===== config.mk =====
export PLATFORM = sky130hd
export DESIGN_NAME = dpc_top
export DESIGN_NICKNAME = d
export VERILOG_FILES = /design/src/logic/dpc_pkg.sv /design/src/logic/dpc_lock_filt.sv /design/src/logic/dpc_lane_map.sv /design/src/logic/dpc_top.sv
export VERILOG_INCLUDE_DIRS = /design/src /design/src/logic
export SDC_FILE = /design/constraint.sdc
export NUM_CORES = 1
export LEC_CHECK = 0
export ABC_CLOCK_PERIOD_IN_PS = 6060
export BUFFER_PORTS_ARGS = -buffer_cell sky130_fd_sc_hd__buf_2
export CAP_MARGIN = 0
export CELL_PAD_IN_SITES_DETAIL_PLACEMENT = 1
export CELL_PAD_IN_SITES_GLOBAL_PLACEMENT = 2
export CORE_MARGIN = 2
export CORE_UTILIZATION = 28
export CTS_BUF_LIST = sky130_fd_sc_hd__clkbuf_4 sky130_fd_sc_hd__clkbuf_8 sky130_fd_sc_hd__clkbuf_16
export CTS_CLUSTER_DIAMETER = 50
export CTS_CLUSTER_SIZE = 16
export DETAILED_ROUTE_END_ITERATION = 7
export GPL_TIMING_DRIVEN = 0
export HOLD_SLACK_MARGIN = 0.1
export PLACE_DENSITY_LB_ADDON = 0.1
export SYNTH_ARGS = -nofsm -noshare
export SYNTH_HDL_FRONTEND = slang
export SYNTH_SLANG_ARGS = --single-unit

===== constraint.sdc =====
create_clock -name pclk -period 6.06 [get_ports pclk]
set_input_delay 1.212 -clock pclk [delete_from_list [all_inputs] [get_ports pclk]]
set_output_delay 1.212 -clock pclk [all_outputs]
set_load 0.03 [all_outputs]

===== src/logic/dpc_regs.svh =====
/*
  Register offsets, field positions, reset values and timing counts of
  the deserializer pin configuration control block.
  Assumes a 100 MHz pclk and a 32-bit APB bus.
*/
`ifndef DPC_REGS_SVH
`define DPC_REGS_SVH

`define DPC_ADDR_W 12
`define DPC_OFF_CTRL 12'h000
`define DPC_OFF_STATUS 12'h004
`define DPC_OFF_MASK 12'h008
`define DPC_OFF_STATE 12'h00C

// ctrl fields
`define DPC_CTRL_OVR 0
`define DPC_CTRL_MODE_LO 1
`define DPC_CTRL_MODE_HI 2
`define DPC_CTRL_BAND 3
`define DPC_CTRL_MAP 4
`define DPC_CTRL_SWING 5
`define DPC_CTRL_W 6
`define DPC_CTRL_RST 6'h00

// status and mask fields
`define DPC_EV_LOCK_UP 0
`define DPC_EV_LOCK_DOWN 1
`define DPC_EV_SPARE 2
`define DPC_EV_W 3
`define DPC_MASK_RST 3'h0

// state readback fields
`define DPC_ST_LOCK 0
`define DPC_ST_MODE_LO 1
`define DPC_ST_MODE_HI 2
`define DPC_ST_BAND 3
`define DPC_ST_MAP 4
`define DPC_ST_SWING 5
`define DPC_ST_SSC 6
`define DPC_ST_GAIN 7
`define DPC_ST_ACTIVE 8
`define DPC_ST_OE 9

// timing
`define DPC_CLK_PERIOD_NS 10
`define DPC_LOCK_SETTLE_NS 100
`define DPC_LOCK_SETTLE_CYC \
  ((`DPC_LOCK_SETTLE_NS + `DPC_CLK_PERIOD_NS - 1) / `DPC_CLK_PERIOD_NS)

`endif


===== src/logic/dpc_pkg.sv =====
/*
  Types of the deserializer pin configuration control block.
  Assumes dpc_regs.svh for all numeric constants.
*/
package dpc_pkg;

  typedef enum logic [1:0] {
    DPC_MODE_CUR_NOFILT,
    DPC_MODE_CUR_FILT,
    DPC_MODE_LEGACY_A,
    DPC_MODE_LEGACY_B
  } dpc_mode_t;

  typedef struct packed {
    logic [5:0] ctrl;
    logic [2:0] status;
    logic [2:0] mask;
    logic [31:0] rdata;
    logic lock_prev;
    logic strap_done;
    logic gain;
    dpc_mode_t mode;
    logic filter_en;
    logic band;
    logic map;
    logic swing;
    logic ssc_en;
    logic [2:0] ssc_range;
    logic data_oe;
    logic irq;
  } dpc_state_t;

endpackage : dpc_pkg


===== src/logic/dpc_lock_filt.sv =====
/*
  Lock status qualifier: lock_status rises after the receive PLL has
  reported lock for SETTLE consecutive cycles, and falls at once.
  Assumes pll_locked is synchronous to pclk.
*/
`timescale 1ns/1ps
`include "dpc_regs.svh"

module dpc_lock_filt import dpc_pkg::*; #(
  parameter int SETTLE = `DPC_LOCK_SETTLE_CYC,
  parameter int CNT_W = 8
) (
  input wire logic pclk,
  input wire logic presetn,
  input wire logic enable,
  input wire logic pll_locked,
  output logic lock_status
);

  typedef struct packed {
    logic [CNT_W-1:0] cnt;
    logic lock;
  } dpc_lf_t;

  localparam logic [CNT_W-1:0] SETTLE_C = CNT_W'(SETTLE);

  dpc_lf_t st_q, st_d;

  always_comb begin
    st_d = st_q;
    if (!enable || !pll_locked) begin
      // drop at once: unlock must never be reported late
      st_d.cnt = '0;
    end else if (st_q.cnt != SETTLE_C) begin
      st_d.cnt = st_q.cnt + CNT_W'(1);
    end
    st_d.lock = enable && pll_locked && (st_d.cnt == SETTLE_C);
  end

  always_ff @(posedge pclk or negedge presetn) begin
    if (!presetn) begin
      st_q <= '0;
    end else begin
      st_q <= st_d;
    end
  end

  assign lock_status = st_q.lock;
endmodule : dpc_lock_filt


===== src/logic/dpc_lane_map.sv =====
/*
  Lane 3 bit mapper: places the upper or lower bit group on lane 3 and
  registers it; the lane reads zero while the device is powered down.
  Assumes both bit groups are synchronous to pclk.
*/
`timescale 1ns/1ps

module dpc_lane_map import dpc_pkg::*; #(
  parameter int W = 7
) (
  input wire logic pclk,
  input wire logic presetn,
  input wire logic active,
  input wire logic msb_first,
  input wire logic [W-1:0] msb_bits,
  input wire logic [W-1:0] lsb_bits,
  output logic [W-1:0] lane3
);

  typedef struct packed {
    logic [W-1:0] lane;
  } dpc_lm_t;

  dpc_lm_t st_q, st_d;

  always_comb begin
    st_d = st_q;
    if (!active) begin
      st_d.lane = '0;
    end else begin
      st_d.lane = msb_first ? msb_bits : lsb_bits;
    end
  end

  always_ff @(posedge pclk or negedge presetn) begin
    if (!presetn) begin
      st_q <= '0;
    end else begin
      st_q <= st_d;
    end
  end

  assign lane3 = st_q.lane;
endmodule : dpc_lane_map


===== src/logic/dpc_top.sv =====
/*
  Pin level configuration and status control of a serial to parallel
  video deserializer, with an APB register file and one interrupt.
  Assumes all pins synchronous to pclk; analog blocks act on the levels.
*/
// Implementation choices: the register offsets and register access over APB.
// Behaviour
// - lock output high while pll locked; here raised only after SETTLE consecutive locked cycles while powered up
// - lock output low while pll unlocked
// - mode 00: current serializer, filter off
// - mode 01: current serializer, filter on
// - mode 10: older serializer family format
// - mode 11: other legacy serializer format
// - band pin high selects low ssc band
// - no spread spectrum above 65 MHz
// - map pin picks msb or lsb on lane3
// - power_down_n low powers device down
// - powered down: lvds data outputs released
// - power down resets control registers
// - three range pins select spread range
`timescale 1ns/1ps
`include "dpc_regs.svh"

module dpc_top import dpc_pkg::*; #(
  parameter int LANE_W = 7,
  parameter int SETTLE = `DPC_LOCK_SETTLE_CYC
) (
  input wire logic pclk,
  input wire logic presetn,
  input wire logic [`DPC_ADDR_W-1:0] paddr,
  input wire logic psel,
  input wire logic penable,
  input wire logic pwrite,
  input wire logic [31:0] pwdata,
  output logic [31:0] prdata,
  output logic pready,
  output logic pslverr,
  output logic irq,
  input wire logic [1:0] config_mode,
  input wire logic low_freq_band,
  input wire logic bit_map_order,
  input wire logic output_enable_pin,
  input wire logic sleep_state_select,
  input wire logic power_down_n,
  input wire logic spare_input_low,
  input wire logic [2:0] spread_range_select,
  input wire logic lvds_swing_select,
  input wire logic clk_above_65m,
  input wire logic pll_locked,
  input wire logic bist_pass,
  input wire logic gain_pass_i,
  output logic gain_pass_o,
  output logic gain_pass_oe,
  input wire logic [LANE_W-1:0] lane_msb_bits,
  input wire logic [LANE_W-1:0] lane_lsb_bits,
  output logic lock_status,
  output dpc_mode_t mode,
  output logic filter_en,
  output logic spread_clock_gen,
  output logic ssc_low_band,
  output logic [2:0] ssc_range,
  output logic rx_gain_boost,
  output logic lvds_swing,
  output logic [LANE_W-1:0] lvds_lane3,
  output logic lvds_lane3_oe,
  output logic lvds_clock_out_oe,
  output logic device_active
);

  dpc_state_t st_q, st_d;
  logic active;
  logic ovr;
  logic acc_wr;
  logic acc_rd;
  logic setup_rd;
  logic [2:0] ev_set;
  logic [2:0] ev_clr;
  logic [1:0] mode_bits;
  logic [31:0] rd_word;

  // pin value unless software override is set
  function automatic logic pick(input logic o, input logic r,
                                input logic p);
    pick = o ? r : p;
  endfunction : pick

  function automatic logic addr_known(input logic [`DPC_ADDR_W-1:0] a);
    addr_known = (a == `DPC_OFF_CTRL) || (a == `DPC_OFF_STATUS)
      || (a == `DPC_OFF_MASK) || (a == `DPC_OFF_STATE);
  endfunction : addr_known

  assign active = power_down_n;
  assign ovr = st_q.ctrl[`DPC_CTRL_OVR];
  assign acc_wr = psel && penable && pwrite;
  assign acc_rd = psel && penable && !pwrite;
  assign setup_rd = psel && !penable && !pwrite;

  dpc_lock_filt #(
    .SETTLE(SETTLE),
    .CNT_W(8)
  ) u_lock (
    .pclk(pclk),
    .presetn(presetn),
    .enable(active),
    .pll_locked(pll_locked),
    .lock_status(lock_status)
  );

  dpc_lane_map #(
    .W(LANE_W)
  ) u_map (
    .pclk(pclk),
    .presetn(presetn),
    .active(active),
    .msb_first(st_q.map),
    .msb_bits(lane_msb_bits),
    .lsb_bits(lane_lsb_bits),
    .lane3(lvds_lane3)
  );

  always_comb begin
    ev_set = '0;
    ev_set[`DPC_EV_LOCK_UP] = lock_status && !st_q.lock_prev;
    ev_set[`DPC_EV_LOCK_DOWN] = !lock_status && st_q.lock_prev;
    ev_set[`DPC_EV_SPARE] = active && spare_input_low;
    ev_clr = (acc_rd && paddr == `DPC_OFF_STATUS) ? 3'h7 : 3'h0;
    mode_bits[0] = pick(ovr, st_q.ctrl[`DPC_CTRL_MODE_LO], config_mode[0]);
    mode_bits[1] = pick(ovr, st_q.ctrl[`DPC_CTRL_MODE_HI], config_mode[1]);
    rd_word = 32'h0000_0000;
    if (paddr == `DPC_OFF_CTRL) begin
      rd_word[`DPC_CTRL_W-1:0] = st_q.ctrl;
    end else if (paddr == `DPC_OFF_STATUS) begin
      rd_word[`DPC_EV_W-1:0] = st_q.status;
    end else if (paddr == `DPC_OFF_MASK) begin
      rd_word[`DPC_EV_W-1:0] = st_q.mask;
    end else if (paddr == `DPC_OFF_STATE) begin
      rd_word[`DPC_ST_LOCK] = lock_status;
      rd_word[`DPC_ST_MODE_HI:`DPC_ST_MODE_LO] = st_q.mode;
      rd_word[`DPC_ST_BAND] = st_q.band;
      rd_word[`DPC_ST_MAP] = st_q.map;
      rd_word[`DPC_ST_SWING] = st_q.swing;
      rd_word[`DPC_ST_SSC] = st_q.ssc_en;
      rd_word[`DPC_ST_GAIN] = st_q.gain;
      rd_word[`DPC_ST_ACTIVE] = active;
      rd_word[`DPC_ST_OE] = st_q.data_oe;
    end
  end

  always_comb begin
    st_d = st_q;
    st_d.lock_prev = lock_status;
    // set wins over the read clear so an event raised in the access cycle is not lost
    st_d.status = (st_q.status & ~ev_clr) | ev_set;
    if (setup_rd) begin
      st_d.rdata = rd_word;
    end
    if (acc_wr && paddr == `DPC_OFF_CTRL) begin
      st_d.ctrl = pwdata[`DPC_CTRL_W-1:0];
    end else if (acc_wr && paddr == `DPC_OFF_MASK) begin
      st_d.mask = pwdata[`DPC_EV_W-1:0];
    end
    if (!active) begin
      st_d.ctrl = `DPC_CTRL_RST;
      st_d.mask = `DPC_MASK_RST;
    end
    // floating pins pulled low give mode 00, high band, lsb map
    st_d.mode = dpc_mode_t'(mode_bits);
    case (st_d.mode)
      DPC_MODE_CUR_NOFILT: st_d.filter_en = 1'b0;
      DPC_MODE_CUR_FILT: st_d.filter_en = 1'b1;
      DPC_MODE_LEGACY_A: st_d.filter_en = 1'b0;
      DPC_MODE_LEGACY_B: st_d.filter_en = 1'b0;
      default: st_d.filter_en = 1'b0;
    endcase
    st_d.band = pick(ovr, st_q.ctrl[`DPC_CTRL_BAND], low_freq_band);
    st_d.map = pick(ovr, st_q.ctrl[`DPC_CTRL_MAP], bit_map_order);
    st_d.swing = pick(ovr, st_q.ctrl[`DPC_CTRL_SWING], lvds_swing_select);
    st_d.ssc_range = spread_range_select;
    // a zero range code means spreading off
    st_d.ssc_en = active && !clk_above_65m
      && (spread_range_select != 3'h0);
    // unlocked outputs also need the sleep select to stay driven
    st_d.data_oe = active && output_enable_pin
      && (lock_status || sleep_state_select);
    if (!active) begin
      st_d.strap_done = 1'b0;
    end else if (!st_q.strap_done) begin
      st_d.gain = gain_pass_i;
      st_d.strap_done = 1'b1;
    end
    st_d.irq = |(st_d.status & st_d.mask);
  end

  always_ff @(posedge pclk or negedge presetn) begin
    if (!presetn) begin
      st_q <= '0;
    end else begin
      st_q <= st_d;
    end
  end

  assign prdata = st_q.rdata;
  assign pready = 1'b1;
  assign pslverr = psel && penable && !addr_known(paddr);
  assign irq = st_q.irq;
  assign mode = st_q.mode;
  assign filter_en = st_q.filter_en;
  assign spread_clock_gen = st_q.ssc_en;
  assign ssc_low_band = st_q.band;
  assign ssc_range = st_q.ssc_range;
  assign rx_gain_boost = st_q.gain;
  assign lvds_swing = st_q.swing;
  assign lvds_lane3_oe = st_q.data_oe;
  assign lvds_clock_out_oe = st_q.data_oe;
  assign device_active = active;
  // shared pin stays input until the strap is caught
  assign gain_pass_oe = st_q.strap_done;
  assign gain_pass_o = st_q.strap_done && bist_pass;
endmodule : dpc_top


==> impl_metrics.yaml, run 1 <==
outcome:
  outcome: "complete, no violations"
floorplanning:
  core.rowCount: 35
  die_h_um: 101.5
  die_area_sq_mm: 0.01030
  io-pin-count: 137
  chipWidth_um: 101.5
  initial_core_util: 0.2880
  coreArea_sq_mm: 0.009240
synth:
  synth_most_common_cell: "dfrtp_1"
  ys_seq_area_frac: 0.4984
  synth_ff_type: "dfrtp_1"
  ys_warn_count: 0
  netlist_area_sq_mm: 0.002661
  synth_edf_count: 0
  ys_async_sr_fraction: 1.000
  synthCells: 251
  synth_area_leaders: "dfrtp_1, buf_4, mux2i_1"
  syn_avg_cell_area_sq_um: 10.60
  yosys_register_bits: 53
  synth_top_cell_area_share: 0.4984
  ys_types: 40
  synth_top_area_cell: "dfrtp_1"
  yosys-top-cells-count: "dfrtp_1, buf_4, nand2_1"
placed_design:
  placed_area_sq_mm: 0.003327
  place_congestion: 0.7232
  dpl.hpwl_um: 5091
  port_buffers: 85
finish:
  fillers: 1078
  fin_area_sq_mm: 0.003413
  num_antenna_cells: 0
  final-seq-area_sq_mm: 0.001326
  synthToLayoutAreaGrowth_pct: 28.26
  multi_input_area_sq_mm: 0.001055
  drive_above_1_share: 0.4247
  nNetsFinal: 445
cts:
  htreeDepth: 2
  postCtsSetupRepairBufs: 0
  clock_latency_ns: 0.32
  cts_buffers: 5
  clk_pin_slew_ns: 0.10
  cts_resized: 0
  clockRootBuffer: "clkbuf_8"
  cts.sinks: 53
  tritoncts: "built"
  cts_buffer_depth: 2
  cts-hold-fix-buffers: 0
timing:
  slew_headroom: 0.1855
  max_freq_mhz: 271.7
  finalSetupViolCount: 0
  rsz0062_at_grt: "false"
  finalCritPeriodShare: 0.6074
  finalHoldViolCount: 0
  min_period_ns: 3.681
  tightest_slew_ns: 1.222
  fin_tns_setup_ns: 0
  fin_skew_ns: 0.01491
  maxSlewViolCount: 0
critical_path:
  critPathMaxStageDelay_ns: 0.49
  end_kind: "output port"
  worstPathArrival_ns: 2.47
  slowest_stage: "nor4_1"
  rrSetupSlack_ns: 4.00
  crit_chain: "buf_2 -> nor4_1 -> nand3_1 -> and3_1 -> buf_2"
  worst_path_most_repeated_cell: "buf_2"
  rr_endpoint: "u_lock.lock_status$_DFF_PN0_"
  start_kind: "primary input"
  worstPathMaxFanout: 4
  required_ns: 4.85
  rr_worst_depth: 6
  worstSetupPathType: "primary input to output port"
  r2r-start: "u_lock.st_q[1]$_DFF_PN0_"
pwr:
  leakage_nw: 1.765
  vdd_drop_max_uv: 74.37
  p_per_area_mw_per_mm2: 200.9
detailed_routing:
  drc: 0
  routed_wl_um: 6654
  vias: 2041
  drt_first_pass_iters: 4
  vias_per_cell: 4.132
  final_antenna_net_count: 0
  post_drt_wl_per_cell_um: 13.47
  drt_iter0_markers: 61
hold_path:
  hold_class: "register to register"
  holdPathStages: 2
  worst_hold_startpoint: "prdata[5]$_DFFE_PN0P_"
  hold-path-endpoint: "prdata[5]$_DFFE_PN0P_"
grt:
  grt_pass1_wl_um: 10670
  grt.overflow.total: 0
  grt_pass1_vias: 2066
  grt_antenna_before_repair: 0
  grt_use_total: 0.1355
  grt_max_degree: 54
flow_run:
  maxCapViolCount: 0
## cells in the final DEF, fill, tap and decap left out, types with 2 or more instances in the layout
cell type	netlist	layout
a22o_1	2	2
a32oi_1	3	3
and2_1	2	2
and3_1	4	4
and4_1	3	3
buf_2	5	90
buf_4	40	40
clkbuf_1	6	6
clkbuf_8	0	5
clkinv_2	0	2
conb_1	2	23
dfrtp_1	53	53
ha_1	2	2
inv_1	3	3
mux2_2	5	5
mux2i_1	15	15
mux4_2	3	3
nand2_1	26	26
nand3_1	7	7
nor2_1	24	24
nor2_2	2	2
nor2b_1	2	2
nor3_1	4	4
nor4_1	3	3
o211a_1	2	2
o21ai_0	13	13
xnor2_1	2	2
xor2_1	4	4
## critical path: cells and delay by family
family	cells	cell delay (ns)
buffers and inverters	2	0.26
AND/OR/NAND/NOR	3	0.99
## state kept, by name, indices dropped and copies added (netlist names), 2 cells and up
signal and count:
st_q 13, u_lock.st_q 8, u_map.lane3 7, prdata 10
ssc_range 3, mode 2
## layer usage
layer	vias to the layer above	track usage	part of all wire
met4	0	0.03742	0.012
li1	1016	-	-
met2	55	0.2129	0.48
met1	962	0.1835	0.45
met5	-	0	0
met3	8	0.03865	0.056
## kinds of logic after synthesis
logic type,Yosys count,synth area share
AND/OR/NAND/NOR,89,0.1777
buffers and inverters,54,0.1349
flip-flops,53,0.4984
multiplexers,23,0.1030
AO/OA/AOI/OAI,22,0.05407
XOR/XNOR,6,0.01975
adder cells (fa/ha/maj),2,0.009401
other,2,0.002822
## report_power, final
| group | internal [mW] | switching (mW) |
|---|---|---|
| registers | 0.362 | 0.00499 |
| clock network | 0.0801 | 0.124 |
| logic | 0.0412 | 0.0733 |
## how the worst max path moves through the flow
| stage | slack, ns | depth (start not counted) | to | start |
|---|---|---|---|---|
| floorplan | 2.71 | 3 | pslverr | paddr[9] |
| global placement | 2.40 | 5 | pslverr | paddr[5] |
| detailed placement | 2.38 | 5 | pslverr | paddr[5] |
| CTS | 2.38 | 5 | pslverr | paddr[9] |
| global route | 2.15 | 5 | pslverr | paddr[5] |
| finish | 2.38 | 5 | pslverr | paddr[9] |
## layout make-up
class,count,share of cell area
clock inverter,3,0.005132
inverter,3,0.003299
clock buffer,5,0.02016
sequential,53,0.3886
buffer,51,0.1019
tap,129,0.04729
multi-input combinational,165,0.3090
timing repair buffer,85,0.1246
## per-stage QoR
stage	cells	hold slack [ns]	worst slack (ns)	power, mW	util
after global placement	486	0.4635	2.401	0.4892	0.3601
after detailed placement	486	0.4728	2.377	0.4900	0.3601
after CTS	494	0.4964	2.380	0.6981	0.3694
after floorplan	272	0.4510	2.709	0.4465	-
final	494	0.4867	2.379	0.6856	0.3694
after global routing	494	0.5364	2.149	0.7227	0.3694
(Power assumes the default switching activity.)
==> run 2: changes to the inputs <==
--- a/config.mk
+++ b/config.mk
@@ -6,13 +6,14 @@
 export SDC_FILE = /design/constraint.sdc
 export NUM_CORES = 1
 export LEC_CHECK = 0
-export ABC_CLOCK_PERIOD_IN_PS = 6060
+export ABC_AREA = 1
+export ABC_CLOCK_PERIOD_IN_PS = 3720
 export BUFFER_PORTS_ARGS = -buffer_cell sky130_fd_sc_hd__buf_2
 export CAP_MARGIN = 0
 export CELL_PAD_IN_SITES_DETAIL_PLACEMENT = 1
 export CELL_PAD_IN_SITES_GLOBAL_PLACEMENT = 2
 export CORE_MARGIN = 2
-export CORE_UTILIZATION = 28
+export CORE_UTILIZATION = 25
 export CTS_BUF_LIST = sky130_fd_sc_hd__clkbuf_4 sky130_fd_sc_hd__clkbuf_8 sky130_fd_sc_hd__clkbuf_16
 export CTS_CLUSTER_DIAMETER = 50
 export CTS_CLUSTER_SIZE = 16
==> constraint.sdc (replaced) <==
create_clock -name pclk -period 3.72 [get_ports pclk]
set_input_delay 0.744 -clock pclk [delete_from_list [all_inputs] [get_ports pclk]]
set_output_delay 0.744 -clock pclk [all_outputs]
set_load 0.03 [all_outputs]
==> impl_metrics.yaml, run 2 <==
outcome:
  outcome: "complete, no violations"
timing:
  finalHoldViolCount: 0
  tightest_slew_ns: 1.216
  max_freq_mhz: 359.9
  finalSetupViolCount: 0
  setup_slack_ns: 0.9417
  min_period_ns: 2.778
  maxSlewViolCount: 0
  fin_skew_ns: 0.008067
  finalCritPeriodShare: 0.7469
  slew_headroom: 0.1892
  rsz0062_at_grt: "false"
  fin_tns_setup_ns: 0
placed_design:
  dpl.hpwl_um: 6077
  port_buffers: 87
  place_congestion: 0.7568
  dp_slack_ns: 0.9523
  dpl.cell_count: 577
finish:
  multi_input_area_sq_mm: 0.001114
  final-seq-area_sq_mm: 0.001326
  drive_above_1_share: 0.3596
  nNetsFinal: 525
  mostFrequentLayoutCells: "buf_2, nand2_1, dfrtp_1"
  num_antenna_cells: 0
  largest_reg_flops: 13
  layout_commonest_cell: "buf_2"
  fillers: 1375
  instances_no_fill: 585
  synthToLayoutAreaGrowth_pct: 28.72
  top_register: "st_q"
synth:
  yosys_register_bits: 53
  synth_edf_count: 0
  synth_top_cell_area_share: 0.4749
  yosys-top-cells-count: "nand2_1, dfrtp_1, buf_4"
  ys_async_sr_fraction: 1.000
  syn_avg_cell_area_sq_um: 8.488
  synth_area_leaders: "dfrtp_1, buf_4, nand2_1"
  ys_types: 34
  synth_most_common_cell: "nand2_1"
  netlist_area_sq_mm: 0.002793
  ys_warn_count: 0
  synthCells: 329
  ys_seq_area_frac: 0.4749
  synth_ff_type: "dfrtp_1"
  synth_top_area_cell: "dfrtp_1"
detailed_routing:
  routed_wl_um: 7581
  drt_iter0_markers: 75
  drt-met1-wl_um: 3312
  vias: 2422
  vias_per_cell: 4.140
  post_drt_wl_per_cell_um: 12.96
  top_layer_used: "met4"
  wl_met3_um: 399
  met2WireLength_um: 3792
  final_antenna_net_count: 0
  drt_first_pass_iters: 4
  drc: 0
cts:
  clockRootBuffer: "clkbuf_8"
  cts.sinks: 53
  tritoncts: "built"
  cts_resized: 0
  cts_buffers: 5
  cts-hold-fix-buffers: 0
  htreeDepth: 2
  cts_buffer_depth: 2
  clock_latency_ns: 0.31
  clk_pin_slew_ns: 0.11
  postCtsSetupRepairBufs: 0
pwr:
  internal_power_mw: 0.8548
  p_per_area_mw_per_mm2: 333.6
  vdd_drop_max_uv: 159.9
  p_clk_frac: 0.344
  combPwrFrac: 0.158
  switching_share: 0.2872
  p_seq_frac: 0.498
  leakage_nw: 1.985
  switching_power_mw: 0.3444
flow_run:
  maxCapViolCount: 0
floorplanning:
  chipWidth_um: 109.7
  coreArea_sq_mm: 0.01089
  core.rowCount: 38
  die_h_um: 109.7
  die_area_sq_mm: 0.01203
  initial_core_util: 0.2565
  io-pin-count: 137
critical_path:
  end_kind: "output port"
  required_ns: 2.98
  worstSetupPathType: "primary input to output port"
  worstPathArrival_ns: 2.03
  worstPathMaxFanout: 10
  start_kind: "primary input"
grt:
  grt_use_total: 0.1319
  grt_pass1_vias: 2489
  grt_antenna_before_repair: 0
  grt_pass1_wl_um: 12200
  grt_max_degree: 54
  grt.overflow.total: 0
hold_path:
  hold_class: "register to register"
## run 2: worst paths after layout
kind                                          start                            to  slack, ns  cells past startpoint
min reg2reg                   prdata[2]$_DFFE_PN0P_         prdata[2]$_DFFE_PN0P_       0.49                      2
max in group asynchronous                   presetn      u_lock.st_q[7]$_DFF_PN0_       2.30                      1
max reg2reg                u_lock.st_q[1]$_DFF_PN0_  u_lock.lock_status$_DFF_PN0_       2.19                     10
min                           prdata[2]$_DFFE_PN0P_         prdata[2]$_DFFE_PN0P_       0.49                      2
max                                       paddr[11]                       pslverr       0.94                      9
min in group asynchronous                   presetn      u_map.lane3[0]$_DFF_PN0_       0.68                      1
## run 2: layout make-up
class | instances | area share
flip-flops and latches | 53 | 0.3690
multi-input cells | 224 | 0.3098
repair buffers | 87 | 0.1211
plain buffers | 44 | 0.08945
well taps | 140 | 0.04873
inverters | 29 | 0.03063
clock buffers | 5 | 0.01914
clock inverters | 3 | 0.01218
## run 2: through the flow
step           power (mW)  hold slack (ns)    util  cell area, sq um
5_1_grt             1.262           0.5159  0.3302              3595
6_report            1.199           0.4908  0.3302              3595
3_3_place_gp       0.8005           0.4660  0.3198              3482
4_1_cts             1.221           0.4965  0.3302              3595
3_5_place_dp       0.8020           0.4683  0.3198              3482
2_1_floorplan      0.7274           0.4484       -              2872
## run 2: power groups by stage
stage / clock network [mW] / logic, mW / registers, mW
global placement: 0 / 0.192 / 0.609
CTS: 0.430 / 0.194 / 0.598
detailed placement: 0 / 0.193 / 0.609
global route: 0.453 / 0.209 / 0.600
floorplan: 0 / 0.100 / 0.627
finish: 0.412 / 0.190 / 0.597
## run 2: worst max-delay path: stages
cell and delay (ns):
buf_2 0.08, nor2_1 0.04, nand2_2 0.14, inv_1 0.13, buf_4 0.20, nand2_1 0.07
nand2_1 0.05, nor4_1 0.32, buf_2 0.27
## run 2: metal layers
metal,GRT usage,up-vias
met5,0,-
met4,0.03255,0
li1,-,1227
met3,0.02905,6
met2,0.2302,55
met1,0.1653,1134
## run 2: cells by family after synthesis
logic type               count (synthesis)  synth area share
multiplexers                             1          0.004032
AND/OR/NAND/NOR                        165            0.2858
XOR/XNOR                                 2          0.006274
buffers and inverters                   73            0.1546
adder cells (fa/ha/maj)                  2          0.008959
flip-flops                              53            0.4749
other                                    2          0.002689
AO/OA/AOI/OAI                           31           0.06272
